<file path="config.mk">
export PLATFORM = sky130hd
export DESIGN_NAME = pmc_regs
export DESIGN_NICKNAME = d
export VERILOG_FILES = /design/src/pmc_pkg.sv /design/src/pmc_regs.sv
export SDC_FILE = /design/constraint.sdc
export NUM_CORES = 1
export LEC_CHECK = 0
export ABC_AREA = 1
export BUFFER_PORTS_ARGS = -buffer_cell sky130_fd_sc_hd__buf_2
export CORE_MARGIN = 8
export CORE_UTILIZATION = 45
export CTS_CLUSTER_DIAMETER = 80
export DETAILED_ROUTE_END_ITERATION = 6
export GPL_ROUTABILITY_DRIVEN = 0
export PLACE_DENSITY = 0.69
export REMOVE_ABC_BUFFERS = 1
export SYNTH_ARGS = -nofsm -noshare
export SYNTH_HDL_FRONTEND = slang
export SYNTH_SLANG_ARGS = --single-unit
</file>
<file path="constraint.sdc">
create_clock -name clk -period 4.88 [get_ports clk]
set_input_delay 0.976 -clock clk [delete_from_list [all_inputs] [get_ports clk]]
set_output_delay 0.976 -clock clk [all_outputs]
set_load 0.05 [all_outputs]
</file>
<file path="src/pmc_pkg.sv">
// Purpose: Shared constants for the PHY mode configuration registers
// Assumes: Management register access by 5-bit register index
// Notes: Register indices, field positions and mode codes live here; register reset values do not
`default_nettype none
package pmc_pkg;
    localparam logic [4:0] REG_ENERGY = 5'h11;
    localparam logic [4:0] REG_MODE = 5'h12;
    localparam int ENERGY_EN_BIT = 13;
    localparam int ENERGY_ON_BIT = 1;
    localparam int ENERGY_RSV_BIT = 0;
    localparam int MODE_HI = 7;
    localparam int MODE_LO = 5;
    localparam int ADDR_HI = 4;
    localparam int ADDR_LO = 0;
    localparam logic [2:0] MODE_10_HALF = 3'h0;
    localparam logic [2:0] MODE_10_FULL = 3'h1;
    localparam logic [2:0] MODE_100_HALF = 3'h2;
    localparam logic [2:0] MODE_100_FULL = 3'h3;
    localparam logic [2:0] MODE_POWER_DOWN = 3'h6;
    localparam logic [2:0] MODE_ALL_CAPABLE = 3'h7;
    localparam int ENERGY_IDLE_MS = 256;
    localparam int CLK_HZ = 10_000_000;
    localparam int ENERGY_IDLE_CYCLES = ENERGY_IDLE_MS * (CLK_HZ / 1000);
    localparam logic [15:0] ZERO16 = 16'h0000;
endpackage
`default_nettype wire

</file>
<file path="src/pmc_regs.sv">
// Purpose: Energy-detect control/status and PHY mode/address registers
// Assumes: Single clock; straps and energy detector arrive asynchronously
// Notes: Register access is a simple index/strobe management port
`default_nettype none

// Operation
// - Bit 13 enables energy-detect power-down, resets zero
// - Bit 1 reports valid line energy
// - Energy bit clears after 256 ms idle
// - Energy bit keeps soft reset, hard-resets one
// - Loader rewrites mode register after reset, reload
// - Bits 7:5 hold read/write PHY mode
// - 000 10M half, 001 10M full, no autoneg
// - 010 100M half, CRS on transmit and receive
// - 011 100M full, CRS on receive only
// - 110 power-down, 111 autoneg all; 100/101 reserved
// - Bits 4:0 address; answer only matching address
// - Address seeds the transmit scrambler key
// - Chip reset-control PHY reset restores mode, address
// - Basic-control PHY reset leaves mode, address alone
// - Autoneg strap one gives default mode 111
// - Otherwise default mode is 0, speed, duplex
// - Straps latched when chip reset releases
// - Default address comes from latched address strap
module pmc_regs #(
    parameter int IDLE_CYCLES = pmc_pkg::ENERGY_IDLE_CYCLES
) (
    input wire logic clk, // 10 MHz device clock
    input wire logic rst_b, // Chip-level hardware reset, sync, low
    input wire logic ce, // Clock enable; state frozen while low
    input wire logic port_reset_pulse, // Per-port reset via chip chip_reset_control_register
    input wire logic basic_ctrl_reset, // Reset via PHY basic control bit
    input wire logic autoneg_strap, // Auto-negotiation strap pin
    input wire logic speed_strap, // Speed strap pin
    input wire logic duplex_strap, // Duplex strap pin
    input wire logic [4:0] addr_strap, // Address-select strap value
    input wire logic energy_detect, // Raw valid-energy indication
    input wire logic loader_we, // EEPROM loader write strobe
    input wire logic [15:0] loader_data, // EEPROM loader mode register value
    input wire logic mgmt_valid, // Management access strobe
    input wire logic mgmt_write, // High for write, low for read
    input wire logic [4:0] mgmt_phy_addr, // PHY address of the access
    input wire logic [4:0] mgmt_reg_addr, // Register index of the access
    input wire logic [15:0] mgmt_wdata, // Write data
    output logic [15:0] mgmt_rdata, // Read data, registered
    output logic mgmt_ack, // One-cycle pulse: access accepted
    output logic energy_detect_powerdown_enable, // Power-down enable
    output logic line_energy_present, // Line energy status
    output logic [2:0] phy_mode, // Operating mode field
    output logic [4:0] phy_station_address, // Management address
    output logic autoneg_enable, // Decoded: auto-negotiation on
    output logic speed_100, // Decoded: 100 Mb/s forced
    output logic full_duplex, // Decoded: full duplex forced
    output logic crs_on_transmit, // Decoded: CRS also during transmit
    output logic power_down, // Decoded: PHY powered down
    output logic [10:0] scrambler_seed // Initial scrambler key
);
    // Synchronisers for pins; stage one feeds only stage two
    logic [7:0] sync1;
    logic [7:0] sync2;
    logic [7:0] next_sync1;
    logic [7:0] next_sync2;
    // Latched straps
    logic strap_taken;
    logic st_an;
    logic st_spd;
    logic st_dup;
    logic [4:0] st_addr;
    logic next_strap_taken;
    logic next_st_an;
    logic next_st_spd;
    logic next_st_dup;
    logic [4:0] next_st_addr;
    // Energy state
    logic [31:0] idle_cnt;
    logic [31:0] next_idle_cnt;
    logic next_energy;
    logic next_edpd;
    logic rsv_bit;
    logic next_rsv_bit;
    // Mode register
    logic [2:0] next_mode;
    logic [4:0] next_addr;
    logic [2:0] def_mode;
    // Bus outputs
    logic [15:0] next_rdata;
    logic next_ack;
    logic hit;
    // Decoded mode flags, next values
    logic next_an;
    logic next_spd;
    logic next_fdx;
    logic next_crs;
    logic next_pd;
    logic [10:0] next_seed;

    always_comb begin
        next_sync1 = {addr_strap, autoneg_strap, speed_strap, duplex_strap};
        next_sync1[7:3] = addr_strap;
        next_sync1[2] = autoneg_strap;
        next_sync1[1] = speed_strap;
        next_sync1[0] = duplex_strap;
        next_sync2 = sync1;
    end

    // Energy detector has its own two-stage synchroniser
    logic en_s1;
    logic en_s2;
    logic next_en_s1;
    logic next_en_s2;

    // Stage one is read by stage two only, to keep metastability contained
    always_comb begin
        next_en_s1 = energy_detect;
        next_en_s2 = en_s1;
    end

    // No reset on the synchronisers: they must flush the pins during reset
    // so that the strap latch sees settled values on its first edge
    always_ff @(posedge clk) begin
        if (ce) begin
            sync1 <= next_sync1;
            sync2 <= next_sync2;
            en_s1 <= next_en_s1;
            en_s2 <= next_en_s2;
        end
    end

    // Straps are caught on the first enabled edge after reset release
    always_comb begin
        next_strap_taken = 1'b1;
        next_st_an = st_an;
        next_st_spd = st_spd;
        next_st_dup = st_dup;
        next_st_addr = st_addr;
        if (!strap_taken) begin
            next_st_an = sync2[2];
            next_st_spd = sync2[1];
            next_st_dup = sync2[0];
            next_st_addr = sync2[7:3];
        end
    end

    always_ff @(posedge clk) begin
        if (!rst_b) begin
            strap_taken <= 1'b0;
            st_an <= 1'b0;
            st_spd <= 1'b0;
            st_dup <= 1'b0;
            st_addr <= 5'h00;
        end else if (ce) begin
            strap_taken <= next_strap_taken;
            st_an <= next_st_an;
            st_spd <= next_st_spd;
            st_dup <= next_st_dup;
            st_addr <= next_st_addr;
        end
    end

    // Default mode while straps are being latched follows the live sample
    always_comb begin
        if (strap_taken ? st_an : sync2[2]) begin
            def_mode = pmc_pkg::MODE_ALL_CAPABLE;
        end else if (strap_taken) begin
            def_mode = {1'b0, st_spd, st_dup};
        end else begin
            def_mode = {1'b0, sync2[1], sync2[0]};
        end
    end

    assign hit = mgmt_valid && (mgmt_phy_addr == phy_station_address);

    // Energy control/status register
    always_comb begin
        next_edpd = energy_detect_powerdown_enable;
        next_rsv_bit = rsv_bit;
        next_idle_cnt = idle_cnt;
        next_energy = line_energy_present;
        if (hit && mgmt_write && mgmt_reg_addr == pmc_pkg::REG_ENERGY) begin
            next_edpd = mgmt_wdata[pmc_pkg::ENERGY_EN_BIT];
            next_rsv_bit = mgmt_wdata[pmc_pkg::ENERGY_RSV_BIT];
        end
        if (en_s2) begin
            next_energy = 1'b1;
            next_idle_cnt = 32'h0000_0000;
        end else if (idle_cnt >= 32'(IDLE_CYCLES - 1)) begin
            next_energy = 1'b0;
        end else begin
            next_idle_cnt = idle_cnt + 32'h0000_0001;
        end
    end

    // Soft resets leave this register alone; only rst_b touches it
    always_ff @(posedge clk) begin
        if (!rst_b) begin
            energy_detect_powerdown_enable <= 1'b0;
            rsv_bit <= 1'b0;
            line_energy_present <= 1'b1;
            idle_cnt <= 32'h0000_0000;
        end else if (ce) begin
            energy_detect_powerdown_enable <= next_edpd;
            rsv_bit <= next_rsv_bit;
            line_energy_present <= next_energy;
            idle_cnt <= next_idle_cnt;
        end
    end

    // Mode/address register: soft reset, then loader, then host write
    always_comb begin
        next_mode = phy_mode;
        next_addr = phy_station_address;
        if (!strap_taken || port_reset_pulse) begin
            next_mode = def_mode;
            next_addr = strap_taken ? st_addr : sync2[7:3];
        end else if (loader_we) begin
            next_mode = loader_data[pmc_pkg::MODE_HI:pmc_pkg::MODE_LO];
            next_addr = loader_data[pmc_pkg::ADDR_HI:pmc_pkg::ADDR_LO];
        end else if (hit && mgmt_write && mgmt_reg_addr == pmc_pkg::REG_MODE) begin
            next_mode = mgmt_wdata[pmc_pkg::MODE_HI:pmc_pkg::MODE_LO];
            next_addr = mgmt_wdata[pmc_pkg::ADDR_HI:pmc_pkg::ADDR_LO];
        end
        // A basic-control reset deliberately does nothing here
        if (basic_ctrl_reset && !port_reset_pulse && strap_taken &&
            !loader_we && !hit) begin
            next_mode = phy_mode;
            next_addr = phy_station_address;
        end
    end

    always_ff @(posedge clk) begin
        if (!rst_b) begin
            phy_mode <= pmc_pkg::MODE_ALL_CAPABLE;
            phy_station_address <= 5'h00;
        end else if (ce) begin
            phy_mode <= next_mode;
            phy_station_address <= next_addr;
        end
    end

    // Mode decode; reserved codes decode as 000, forced 10M half with CRS on transmit.
    // Decoding the next value keeps the flags in step with the field,
    // at the cost of a deeper path from the write data.
    always_comb begin
        next_an = next_mode == pmc_pkg::MODE_ALL_CAPABLE;
        next_pd = next_mode == pmc_pkg::MODE_POWER_DOWN;
        next_spd = next_mode == pmc_pkg::MODE_100_HALF ||
                   next_mode == pmc_pkg::MODE_100_FULL;
        next_fdx = next_mode == pmc_pkg::MODE_10_FULL ||
                   next_mode == pmc_pkg::MODE_100_FULL;
        // Only forced 100M full keeps CRS quiet during transmit
        next_crs = next_mode != pmc_pkg::MODE_100_FULL;
        next_seed = {6'h00, next_addr};
    end

    // Reset values match the decode of the reset mode 111
    always_ff @(posedge clk) begin
        if (!rst_b) begin
            autoneg_enable <= 1'b1;
            speed_100 <= 1'b0;
            full_duplex <= 1'b0;
            crs_on_transmit <= 1'b1;
            power_down <= 1'b0;
            scrambler_seed <= 11'h000;
        end else if (ce) begin
            autoneg_enable <= next_an;
            power_down <= next_pd;
            speed_100 <= next_spd;
            full_duplex <= next_fdx;
            crs_on_transmit <= next_crs;
            scrambler_seed <= next_seed;
        end
    end

    // Read path, one-cycle registered answer
    always_comb begin
        next_rdata = pmc_pkg::ZERO16;
        next_ack = hit;
        if (hit && !mgmt_write) begin
            if (mgmt_reg_addr == pmc_pkg::REG_ENERGY) begin
                next_rdata[pmc_pkg::ENERGY_EN_BIT] = energy_detect_powerdown_enable;
                next_rdata[pmc_pkg::ENERGY_ON_BIT] = line_energy_present;
                next_rdata[pmc_pkg::ENERGY_RSV_BIT] = rsv_bit;
            end else if (mgmt_reg_addr == pmc_pkg::REG_MODE) begin
                next_rdata[pmc_pkg::MODE_HI:pmc_pkg::MODE_LO] = phy_mode;
                next_rdata[pmc_pkg::ADDR_HI:pmc_pkg::ADDR_LO] = phy_station_address;
            end
        end
    end

    always_ff @(posedge clk) begin
        if (!rst_b) begin
            mgmt_rdata <= 16'h0000;
            mgmt_ack <= 1'b0;
        end else if (ce) begin
            mgmt_rdata <= next_rdata;
            mgmt_ack <= next_ack;
        end
    end
endmodule
`default_nettype wire

</file>
== Yosys cells after proc, flatten, opt, wreduce, memory -nomap -nowiden ==
Index checks and enable logic that the tools add are counted.

* Bitwise logic cells: 2
* $lt $le $gt $ge: 1
* Reduce and logical (&&, ||, !) cells: 24
* Multiplexer cells: 22
* Add/subtract/negate cells: 1
* Equal/unequal tests: 10

{| class="wikitable"
|+ Operator list
! cell !! number
|-
| 32-bit two-way mux || 2
|-
| 32-bit by 1-bit adder with 32-bit output (second input constant) || 1
|-
| 32-bit by 22-bit >= comparator with 1-bit output (second input constant) || 1
|-
| 5-bit two-way mux || 5
|-
| 8-bit two-way mux || 2
|-
| 3-bit two-way mux || 5
|-
| 5-bit equality test (second input constant) || 2
|-
| 1-bit logical AND || 9
|-
| 2-bit AND reduction || 4
|-
| 3-bit by 2-bit equality test with 1-bit output (second input constant) || 2
|-
| 3-bit equality test (second input constant) || 2
|-
| 6-bit two-way mux || 1
|-
| 5-bit equality test || 1
|-
| 1-bit zero test || 5
|-
| 1-bit two-way mux || 5
|-
| 2-bit two-way mux || 2
|-
| 3-bit by 1-bit equality test with 1-bit output (second input constant) || 1
|-
| 1-bit logical OR || 3
|-
| 3-bit by 2-bit != test with 1-bit output (second input constant) || 1
|-
| 3-bit AND reduction || 1
|-
| 3-bit nonzero test || 1
|-
| 2-bit != test (second input constant) || 1
|-
| 1-bit inverter || 2
|-
| 2-bit nonzero test || 1
|}

* Register bits: 85
* Output and inout port bits: 43
* Input port bits: 59

== Depth between registers and ports, before layout ==
Gate-level depths: netlist (run 1).

* Word-level depth: 10
* Depth in mapped cells: 14
* Depth with buffers taken out: 14

== Least setup slack after synthesis (run 1) ==
OpenSTA, ideal clock, no wires.

* Path type: input-to-reg
* From: in mgmt_phy_addr[0]
* To: reg crs_on_transmit
* Setup slack: 2.789 ns
* Stages on the path: 13
* Arrival: 1.973 ns
* Path buffers: 0
* Data required time: 4.763 ns
* Path through: inv_1 nand2_1 nand2_1 nor2_1 nand2_1 nor2_1 nand3_1 nand3_1 nand3_1 nand2_1 nand2_1 a21oi_1 nand2_1

* Longest elaborated chain between the ends: 9
* Elaborated cells on any way between the ends: 11
* Classes of those cells: eq/ne (2); mux (4); reduce/logical (5)

{| class="wikitable"
|+ Ends and longest elaborated chain
! what !! RTL line !! RTL
|-
| start: declaration || pmc_regs.sv:42 || <nowiki>input wire logic [4:0] mgmt_phy_addr,</nowiki>
|-
| 5-bit equality test * || pmc_regs.sv:171 || <nowiki>assign hit = mgmt_valid && (mgmt_phy_addr == phy_station_address);</nowiki>
|-
| 1-bit logical AND * || pmc_regs.sv:171 ||
|-
| 1-bit logical AND (2 in series) || pmc_regs.sv:218 || <nowiki>end else if (hit && mgmt_write && mgmt_reg_addr == pmc_pkg::REG_MODE) begin</nowiki>
|-
| 3-bit two-way mux || pmc_regs.sv:218 ||
|-
| 3-bit two-way mux || pmc_regs.sv:215 || <nowiki>end else if (loader_we) begin</nowiki>
|-
| 3-bit two-way mux || pmc_regs.sv:212 || <nowiki>if (!strap_taken || port_reset_pulse) begin</nowiki>
|-
| 3-bit two-way mux * || pmc_regs.sv:223 || <nowiki>if (basic_ctrl_reset && !port_reset_pulse && strap_taken &&</nowiki>
|-
| 3-bit by 2-bit != test with 1-bit output * || pmc_regs.sv:251 || <nowiki>next_crs = next_mode != pmc_pkg::MODE_100_FULL;</nowiki>
|-
| end signal: assignment || pmc_regs.sv:269 || <nowiki>crs_on_transmit <= next_crs;</nowiki>
|-
| end: declaration || pmc_regs.sv:54 || <nowiki>output logic crs_on_transmit,</nowiki>
|}

Mark *: on every way between the ends. The rest lies on a longest branch, timed or not.
A chain may end at the register's enable or synchronous reset.

== Worst setup path after layout (run 1) ==
* From: reg idle_cnt[0]
* To: reg idle_cnt[1]

* Longest elaborated chain between the ends: 3
* Elaborated cells on any way between the ends: 6
* Classes of those cells: add/sub (1); order compare (1); eq/ne (1); mux (2); reduce/logical (1)

{| class="wikitable"
|+ Ends and longest elaborated chain
! what !! RTL line !! RTL
|-
| start: declaration || pmc_regs.sv:75 || <nowiki>logic [31:0] idle_cnt;</nowiki>
|-
| start signal: assignment || pmc_regs.sv:204 || <nowiki>idle_cnt <= next_idle_cnt;</nowiki>
|-
| 32-bit by 1-bit adder with 32-bit output or 32-bit by 22-bit >= comparator with 1-bit output (tied branches) || pmc_regs.sv:189, pmc_regs.sv:186 ||
|-
| 32-bit two-way mux or 2-bit != test (tied branches) || n/a ||
|-
| 32-bit two-way mux or 2-bit AND reduction (tied branches) || n/a ||
|}

Several ways; a longest one is shown, not always the timed one. The select of a mux whose other input is x is not followed.

==> summary.md, run 1 <==
| Metric | Value |
|---|---|
| Post-layout net count | `655` |
| Vias after detailed routing | `3653` |
| Worst hold slack | `426 ps` |
| CTS Root Buffer Type | `clkbuf_8` |
| Via count of the first global-routing pass | `3397` |
| Mean cell area of the mapped netlist | `7.57 µm²` |
| Number of buffers added by the clock tree synthesis step | `9` |
| Maximum ir drop on the vdd rail | `approximately 160 µV` |
| Number of warnings printed during yosys synthesis | `0` |
| Average wire per cell in the routed design | `13.2 µm` |
| Cell count after placement | `692` |
| Final cell count without fillers | `708` |
| Switching Fraction | `31.1%` |
| TritonCTS clock tree | `yes` |
| Overall overflow remaining after global route | `0` |
| CTS clock-pin slew for the worst setup and hold paths | `90 ps` |
| Kind of start point of the critical path | `register` |
| HPWL Detailed | `6.84 mm` |
| Average via count per standard cell | `approximately 5.2` |
| Relative contribution of sequential cells to total power | `53.4%` |
| Maximum number of pins on one net before global-route repair | `39` |
| Detailed-routing iteration count for the pre-antenna-repair pass | `5` |
| Static leakage power | `between 1.5 and 2 nW` |
| Worst EP arrival | `3020 ps` |
| Area leader, netlist | `dfxtp_1` |
| Hold depth | `0` |
| Maximum clock rate | `around 370 MHz` |
| Worst setup slack after placement | `1950 ps` |
| Chain of cells forming the critical path | `ha_1 -> nand2_1 -> inv_2 -> nand2_2 -> clkinv_1 -> nand2_1 -> o21ai_1 -> nand4_1 -> nand3_2 -> nand2_2 -> nand3_1 -> a21oi_1` |
| Wire length after detailed routing | `9.35 mm` |
| Bufs on Longest Clock Path | `2` |
| # diodes | `0` |
| Hold buffer count at CTS | `0` |
| Sort of element at the end of the critical path | `register` |
| Period minus WS final | `2720 ps` |
| Setup slack of the worst register-to-register path | `2160 ps` |
| Setup bufs post-CTS | `0` |
| Cell area after synthesis | `roughly 0.004 mm²` |
| Initial antenna violation count | `0` |
| Longest individual stage delay on the worst path | `630 ps` |
| Floorplan die area | `0.0123 mm²` |
| Power density over the cells | `314 mW/mm²` |
| Sw power | `between 0.4 and 0.5 mW` |
| Count of boundary I/O pins | `102` |
| CTS sink count | `85` |
| Slew Limit Headroom | `between 40 and 50%` |
| Input/output buffers | `72` |
| Fraction of layout instances using a drive strength above 1 | `16.8%` |
| Post-DRT Antenna Nets | `0` |
| Signed area change from the synthesized netlist to the final layout | `12.3%` |
| Capture point of the worst path | `idle_cnt[1]$_SDFFE_PN0P_` |
| Share of total power in combinational logic | `approximately an eighth` |
| Core Footprint | `0.00876 mm²` |
| Top-area cell type share of the netlist area | `~33%` |
| Final Hold Violating Endpoints | `0` |
| Required time of the critical path | `between 5000 and 6000 ps` |
| Final period util | `about 56%` |
| GRT Resource Usage Total | `14.8%` |
| Resized Gates After CTS | `0` |
| Crit path buffers/inverters | `2` |
| CP startpoint | `idle_cnt[0]$_SDFFE_PN0P_` |
| Synth area leaders | `dfxtp_1 33%, edfxtp_1 13%, nand2_1 9.7%` |
| Biggest fanout along the worst timing path | `34` |
| Worst setup slack after layout | `2160 ps` |
| Number of synthesized register bits | `85` |
| Number of pins with negative max-slew slack in the final report | `0` |
| Die height | `approximately 110 µm` |
| Total number of cells along the worst setup path | `12` |
| Filler Cells Inserted | `860` |
| Setup repair after global routing missed its margin | `no` |
| Post-synthesis cell count | `537` |
| Worst reg2reg path endpoint | `idle_cnt[1]$_SDFFE_PN0P_` |
| Launch instance of the worst register-to-register path | `idle_cnt[0]$_SDFFE_PN0P_` |
| Startpoint of the most critical hold path | `next_sync2[5]$_DFFE_PP_` |
| First-pass GRT wire length | `~15 mm` |
| Worst setup path class | `register to register` |
| Status | `finished, final reports clean` |
| Predominant post-synthesis flop cell | `dfxtp_1` |
| Max stage delay cell, worst path | `nand2_2` |
| Seq/Total Area, Yosys | `between 40% and 50%` |
| Count of flip-flops with a built-in enable after synthesis | `18` |
| Worst Reg-to-Reg Cells | `12` |
| Worst Tran Pin Value | `765 ps` |
| Die outline width | `between 100 and 150 µm` |
| DR iter-0 viols | `around 200` |
| Clock network fraction of design power | `33.3%` |
| Final setup violation count | `0` |
| Setup Total Neg Slack | `0 ps` |
| Async set-or-reset flop fraction in the synthesized netlist | `0%` |
| Family with the most delay on the worst path | `simple AND/OR/NAND/NOR gates` |
| CTS H-tree lvls | `3` |
| Final Total Pwr | `1.44 mW` |
| Number of placement rows | `34` |
| Effective utilization at floorplan | `~46%` |
| Internal power contribution | `between 0.9 and 1 mW` |
| Count of distinct cell types in the synthesized netlist | `33` |
| Remaining design rule violation count | `0` |
| Class of the most critical hold timing path | `register to register` |
| Post-route clock skew | `between 7 and 8 ps` |
| Clock latency at the later pin of the worst-skew pair | `360 ps` |
| Max-cap check violation count | `0` |
## routing by layer
layer  share of wire [%]  vias to the layer above  global-route usage [%]
met1                  44                     1652                    17.9
met5                   0                        -                       0
met2                  47                      117                    24.0
li1                    -                     1864                       -
met4                 1.9                        0                    5.69
met3                 6.6                       20                    4.55
## final cells by class
type / count / area [µm²] / share of cell area, %
Sequential cell: 85 / 1880 / 41.2
Multi-Input combinational cell: 376 / 1800 / 39.5
Timing Repair Buffer: 74 / 375 / 8.22
Inverter: 49 / 184 / 4.03
Tap cell: 108 / 135 / 2.96
Clock buffer: 9 / 124 / 2.71
Clock inverter: 7 / 65.1 / 1.42
## kinds of logic after synthesis
logic type,Yosys count,synth area share (%)
buffers and inverters,88,10.5
xor gates and xnor gates,18,3.88
and+or+nand+nor,270,29.3
other,1,0.0922
AOI/OAI and AO/OA,74,9.66
adders and majority gates,1,0.308
DFF,85,46.3
## worst reg2reg max path: stages, from the launching register on
cell and delay [ps]:
dfxtp_1 360, ha_1 280, nand2_1 100, inv_2 40, nand2_2 70, clkinv_1 100, nand2_1 130, o21ai_1 110
nand4_1 140, nand3_2 380, nand2_2 640, nand3_1 140, a21oi_1 160
## stage by stage
stage / utilization [%] / instance area [µm²]
3_3_place_gp: 50.0 / 4380
4_1_cts: 52.1 / 4570
5_1_grt: 52.1 / 4570
2_1_floorplan: - / 3870
3_5_place_dp: 50.0 / 4380
6_report: 52.1 / 4570
## power by group through the flow
stage	logic [mW]	clock network, mW	registers, mW
after global placement	0.188	0	0.782
after CTS	0.192	0.494	0.767
final	0.192	0.478	0.767
after detailed placement	0.191	0	0.783
after global routing	0.208	0.519	0.771
after floorplan	0.0877	0	0.821
## cells in the mapped netlist, types with 2 or more instances
cell type and count:
inv_1 43, edfxtp_1 18, xor2_1 18, nand4_1 21, o21ai_0 19, nor2_1 66
clkbuf_1 14, nand2_2 3, inv_2 4, buf_4 20, clkinv_1 2, nand2_1 105
nor3_1 15, a221oi_1 5, nor4_1 3, dfxtp_1 67, buf_2 3, nand3_1 50
a21oi_1 47
## layout by cell type (no fill, tap or decap), types with 18 or more instances in the layout
cell type and n:
nor2_1 66, nand4_1 21, edfxtp_1 18, dfxtp_1 67
buf_2 72, nand2_1 105, xor2_1 18, inv_1 43
o21ai_0 19, nand3_1 50, a21oi_1 47
## registers in the layout, summed over array words and instances, names as in the netlist, 3 cells and up
register             flops
next_sync2               8
phy_mode                 3
mgmt_rdata               9
sync2                    8
idle_cnt                32
st_addr                  5
phy_station_address      5
## worst min-delay path by stage
stage	end	slack, ps
finish	sync2[5]$_DFFE_PP_	430
global placement	sync2[6]$_DFFE_PP_	400
global route	sync2[5]$_DFFE_PP_	430
detailed placement	sync2[5]$_DFFE_PP_	400
floorplan	en_s2$_DFFE_PP_	400
CTS	sync2[5]$_DFFE_PP_	430
Power figures use the tool's default switching activity.
==> run 2: changes to the inputs <==
==> constraint.sdc (replaced) <==
create_clock -name clk -period 2.7 [get_ports clk]
set_input_delay 0.54 -clock clk [delete_from_list [all_inputs] [get_ports clk]]
set_output_delay 0.54 -clock clk [all_outputs]
set_load 0.05 [all_outputs]
==> summary.md, run 2 (synthesis gave the netlist of run 1 again) <==
| Metric | Value |
|---|---|
| Status | `finished, final reports clean` |
| Final setup violation count | `0` |
| First-pass GRT wire length | `~16 mm` |
| Post-layout net count | `660` |
| Number of buffers added by the clock tree synthesis step | `9` |
| Die height | `111 µm` |
| Filler Cells Inserted | `870` |
| CTS H-tree lvls | `3` |
| Resized Gates After CTS | `0` |
| Sort of element at the end of the critical path | `register` |
| Worst setup path class | `register to register` |
| Final Core Density | `a little over half` |
| Slew Limit Headroom | `58.9%` |
| Chain of cells forming the critical path | `ha_1 -> nand2_1 -> inv_2 -> nand2_2 -> clkinv_1 -> nand2_1 -> o21ai_1 -> nand4_1 -> nand3_2 -> nand2_2 -> a21oi_1 -> nor2_1` |
| Maximum ir drop on the vdd rail | `roughly 400 µV` |
| Number of placement rows | `34` |
| Remaining design rule violation count | `0` |
| Sequential cell area | `0.00188 mm²` |
| Kind of start point of the critical path | `register` |
| Maximum number of pins on one net before global-route repair | `35` |
| Period minus WS final | `2320 ps` |
| Via count of the first global-routing pass | `3537` |
| Class of the most critical hold timing path | `primary input to register` |
| Wire length after detailed routing | `9.45 mm` |
| Post-route clock skew | `7.88 ps` |
| TritonCTS clock tree | `yes` |
| DR iter-0 viols | `180` |
| Most used cells in the layout excluding fill and tap cells | `105 x nand2_1, 72 x buf_2, 67 x dfxtp_1` |
| Maximum clock rate | `approximately 430 MHz` |
| Worst Tran Pin Value | `about 610 ps` |
| Static leakage power | `around 2.0 nW` |
| Average via count per standard cell | `5.11` |
| Number of pins with negative max-slew slack in the final report | `0` |
| Most common library cell in the layout ignoring fill and taps | `nand2_1` |
| Max-cap check violation count | `0` |
| HPWL Detailed | `6.88 mm` |
| Required time of the critical path | `2950 ps` |
| Vias after detailed routing | `3644` |
| Hold buffer count at CTS | `0` |
| Setup repair after global routing missed its margin | `no` |
| Bufs on Longest Clock Path | `2` |
| Registers with the most flip-flops | `idle_cnt x32, mgmt_rdata x9` |
| Count of boundary I/O pins | `102` |
| Floorplan die area | `0.0123 mm²` |
| Signed area change from the synthesized netlist to the final layout | `13.6%` |
| Setup Total Neg Slack | `0 ps` |
| Register with the most flip-flops | `idle_cnt` |
| Setup bufs post-CTS | `0` |
| Effective utilization at floorplan | `46.4%` |
| Die outline width | `~110 µm` |
| Longest individual stage delay on the worst path | `410 ps` |
| Crit path buffers/inverters | `2` |
| # diodes | `0` |
| Family with the most delay on the worst path | `simple AND/OR/NAND/NOR gates` |
| Setup slack of the worst register-to-register path | `about 380 ps` |
| CTS clock-pin slew for the worst setup and hold paths | `90 ps` |
| Overall overflow remaining after global route | `0` |
| Initial antenna violation count | `0` |
| Max stage delay cell, worst path | `dfxtp_1` |
| Final period util | `about 86%` |
| Average wire per cell in the routed design | `approximately 13 µm` |
| Final Hold Violating Endpoints | `0` |
| Detailed-routing iteration count for the pre-antenna-repair pass | `5` |
| Fraction of layout instances using a drive strength above 1 | `17.5%` |
| Post-DRT Antenna Nets | `0` |
| Clock latency at the later pin of the worst-skew pair | `350 ps` |
| GRT Resource Usage Total | `about 15%` |
| CTS Root Buffer Type | `clkbuf_8` |
| Multi-input gate area in the final layout | `0.00180 mm²` |
| Power density over the cells | `576 mW/mm²` |
| Biggest fanout along the worst timing path | `34` |
| Number of flip-flops under the largest register name | `32` |
| Core Footprint | `0.00876 mm²` |
| Worst EP arrival | `2580 ps` |
| Input/output buffers | `72` |
| CTS sink count | `85` |
run 2: cell types whose count changed in the layout (fill, tap and decap cells not counted):
cell        delta
inv_6          -1
buf_4          +5
clkinvlp_2     +1
clkinvlp_4     -1
bufinv_16      +1
inv_8          -1
clkinv_4       +1
run 2: cell type report:
class,count,share of cell area (%)
Tap cell,108,2.92
Clock inverter,7,1.76
Clock buffer,9,2.68
Inverter,49,3.98
Multi-Input combinational cell,376,39.0
Timing Repair Buffer,79,8.93
Sequential cell,85,40.7
run 2: metal layers:
metal	part of all wire [%]	vias to the layer above	global-route usage, %
met4	1.7	0	4.09
met3	6.6	13	4.92
met1	45	1641	18.4
met2	47	108	24.6
li1	-	1882	-
met5	0	-	0
run 2: worst reg2reg max path: stages, from the launching register on:
cell,delay (ps)
dfxtp_1,410
ha_1,280
nand2_1,90
inv_2,60
nand2_2,60
clkinv_1,70
nand2_1,80
o21ai_1,200
nand4_1,160
nand3_2,130
nand2_2,360
a21oi_1,280
nor2_1,50
run 2: power breakdown:
group          total [mW]  internal, mW  switching, mW
clock               0.925         0.441          0.484
sequential           1.39          1.35         0.0382
combinational       0.353        0.0882          0.265
total                2.66          1.88          0.787
run 2: worst paths after layout:
kind | start | to | depth (start not counted)
worst max-delay path | idle_cnt[0]$_SDFFE_PN0P_ | idle_cnt[2]$_SDFFE_PN0P_ | 12
worst min-delay path | addr_strap[3] | next_sync2[6]$_DFFE_PP_ | 1
worst max register to register | idle_cnt[0]$_SDFFE_PN0P_ | idle_cnt[2]$_SDFFE_PN0P_ | 12
worst min register to register | next_sync2[3]$_DFFE_PP_ | sync2[3]$_DFFE_PP_ | 0
run 2: metrics by stage:
step	hold slack, ps	std cells	total power [mW]	instance area, µm²	setup slack, ps
floorplan	400	510	1.64	3870	499
global placement	400	697	1.76	4420	472
global route	332	713	2.78	4620	123
finish	362	713	2.66	4620	376
CTS	347	713	2.69	4620	386
detailed placement	405	697	1.77	4420	412
==> run 3: changes to the inputs <==
--- a/config.mk
+++ b/config.mk
@@ -7,6 +7,7 @@
 export LEC_CHECK = 0
 export ABC_AREA = 1
 export BUFFER_PORTS_ARGS = -buffer_cell sky130_fd_sc_hd__buf_2
+export CORE_ASPECT_RATIO = 1.4
 export CORE_MARGIN = 8
 export CORE_UTILIZATION = 45
 export CTS_CLUSTER_DIAMETER = 80
==> summary.md, run 3 (synthesis gave the netlist of run 1 again) <==
| Metric | Value |
|---|---|
| Number of buffers added by the clock tree synthesis step | `9` |
| Remaining design rule violation count | `0` |
| Vias after detailed routing | `roughly 3600` |
| Most used cells in the layout excluding fill and tap cells | `105 x nand2_1, 72 x buf_2, 67 x dfxtp_1` |
| Maximum clock rate | `around 430 MHz` |
| Fraction of layout instances using a drive strength above 1 | `17.5%` |
| GRT Resource Usage Total | `15.7%` |
| Sort of element at the end of the critical path | `register` |
| First-pass GRT wire length | `roughly 15 mm` |
| Signed area change from the synthesized netlist to the final layout | `16.1%` |
| Setup repair after global routing missed its margin | `no` |
| Number of placement rows | `41` |
| Average via count per standard cell | `5.04` |
| Max stage delay cell, worst path | `dfxtp_1` |
| Family with the most delay on the worst path | `simple AND/OR/NAND/NOR gates` |
| Maximum number of pins on one net before global-route repair | `35` |
| Post-route clock skew | `10.9 ps` |
| Final cell count without fillers | `712` |
| Worst EP arrival | `2560 ps` |
| Setup Total Neg Slack | `0 ps` |
| Overall overflow remaining after global route | `0` |
| Biggest fanout along the worst timing path | `34` |
| Register with the most flip-flops | `idle_cnt` |
| Via count of the first global-routing pass | `3358` |
| Cell count after placement | `696` |
| Kind of start point of the critical path | `register` |
| Number of pins with negative max-slew slack in the final report | `0` |
| Chain of cells forming the critical path | `ha_1 -> nand2_1 -> inv_2 -> nand2_2 -> clkinv_1 -> nand2_1 -> o21ai_1 -> nand4_1 -> nand3_2 -> nand2_2 -> a21oi_1 -> nor2_1` |
| Most common library cell in the layout ignoring fill and taps | `nand2_1` |
| CTS H-tree lvls | `3` |
| Final Hold Violating Endpoints | `0` |
| Longest individual stage delay on the worst path | `400 ps` |
| Required time of the critical path | `2930 ps` |
| Input/output buffers | `72` |
| Wire length after detailed routing | `9.53 mm` |
| Initial antenna violation count | `0` |
| Post-layout net count | `660` |
| Registers with the most flip-flops | `idle_cnt x32, mgmt_rdata x9` |
| Status | `finished, final reports clean` |
| CTS sink count | `85` |
| Worst setup path class | `register to register` |
| Crit path buffers/inverters | `2` |
| Max-cap check violation count | `0` |
| Worst Tran Pin Value | `approximately 600 ps` |
| Slew Limit Headroom | `58.8%` |
| Effective utilization at floorplan | `45.6%` |
| # diodes | `0` |
| Final period util | `86.2%` |
| Count of boundary I/O pins | `102` |
| Number of flip-flops under the largest register name | `32` |
| DR iter-0 viols | `~180` |
| TritonCTS clock tree | `yes` |
| Average wire per cell in the routed design | `13.4 µm` |
| Final Core Density | `52.9%` |
| Post-DP Area | `0.00442 mm²` |
| Setup bufs post-CTS | `0` |
| Non-Filler Cell Area, Final | `0.00472 mm²` |
| Floorplan die area | `0.0124 mm²` |
| Power density over the cells | `about 640 mW/mm²` |
| CTS Root Buffer Type | `clkbuf_16` |
| Maximum ir drop on the vdd rail | `429 µV` |
| CTS clock-pin slew for the worst setup and hold paths | `~60 ps` |
| Post-DRT Antenna Nets | `0` |
| Detailed-routing iteration count for the pre-antenna-repair pass | `4` |
| HPWL Detailed | `6.93 mm` |
| Bufs on Longest Clock Path | `2` |
| Die height | `~130 µm` |
| Period minus WS final | `2330 ps` |
| Resized Gates After CTS | `0` |
| Clock latency at the later pin of the worst-skew pair | `340 ps` |
| Hold buffer count at CTS | `0` |
| Static leakage power | `between 2 and 2.5 nW` |
| Core Footprint | `about 0.009 mm²` |
| Final setup violation count | `0` |
| Final Total Pwr | `3.00 mW` |
| Class of the most critical hold timing path | `primary input to register` |
| Die outline width | `approximately 96 µm` |
-- run 3: cell count changes in the layout (fill, tap and decap cells not counted), sizes merged --
| cell | previous run | this run |
|---|---|---|
| clkinv | 4 | 3 |
| inv | 50 | 51 |
-- run 3: final timing paths --
| path | start | end | slack [ps] | cells after the start |
|---|---|---|---|---|
| worst max register to register | idle_cnt[0]$_SDFFE_PN0P_ | idle_cnt[3]$_SDFFE_PN0P_ | 370 | 12 |
| worst min register to register | next_sync2[2]$_DFFE_PP_ | sync2[2]$_DFFE_PP_ | 420 | 0 |
| worst max-delay path | idle_cnt[0]$_SDFFE_PN0P_ | idle_cnt[3]$_SDFFE_PN0P_ | 370 | 12 |
| worst min-delay path | speed_strap | next_sync2[1]$_DFFE_PP_ | 370 | 1 |
-- run 3: stage by stage --
stage          setup slack [ps]  hold WS [ps]
6_report                    372           372
2_1_floorplan               499           400
4_1_cts                     364           358
3_3_place_gp                409           401
5_1_grt                     114           362
3_5_place_dp                389           405
-- run 3: layout make-up --
class                           count  area (µm²)
Timing Repair Buffer               79         413
Clock inverter                      7        80.1
Fill cell                         892        4210
Inverter                           49         184
Tap cell                          107         134
Sequential cell                    85        1880
Clock buffer                        9         225
Multi-Input combinational cell    376        1800
-- run 3: metal layers --
layer | GRT usage, % | vias up | share of wire, %
met5 | 0 | - | 0
met4 | 7.42 | 0 | 1.3
met3 | 3.26 | 10 | 5.5
met2 | 27.7 | 64 | 53
met1 | 17.2 | 1643 | 41
li1 | - | 1874 | -
-- run 3: worst reg2reg max path, cell delays in order, from the launching register on --
cell	delay, ps
dfxtp_1	400
ha_1	280
nand2_1	100
inv_2	70
nand2_2	60
clkinv_1	80
nand2_1	80
o21ai_1	160
nand4_1	160
nand3_2	130
nand2_2	360
a21oi_1	290
nor2_1	60
-- run 3: power breakdown --
part           switching [mW]  internal, mW
clock                   0.532         0.731
combinational           0.266        0.0883
sequential             0.0326          1.35
total                   0.830          2.17
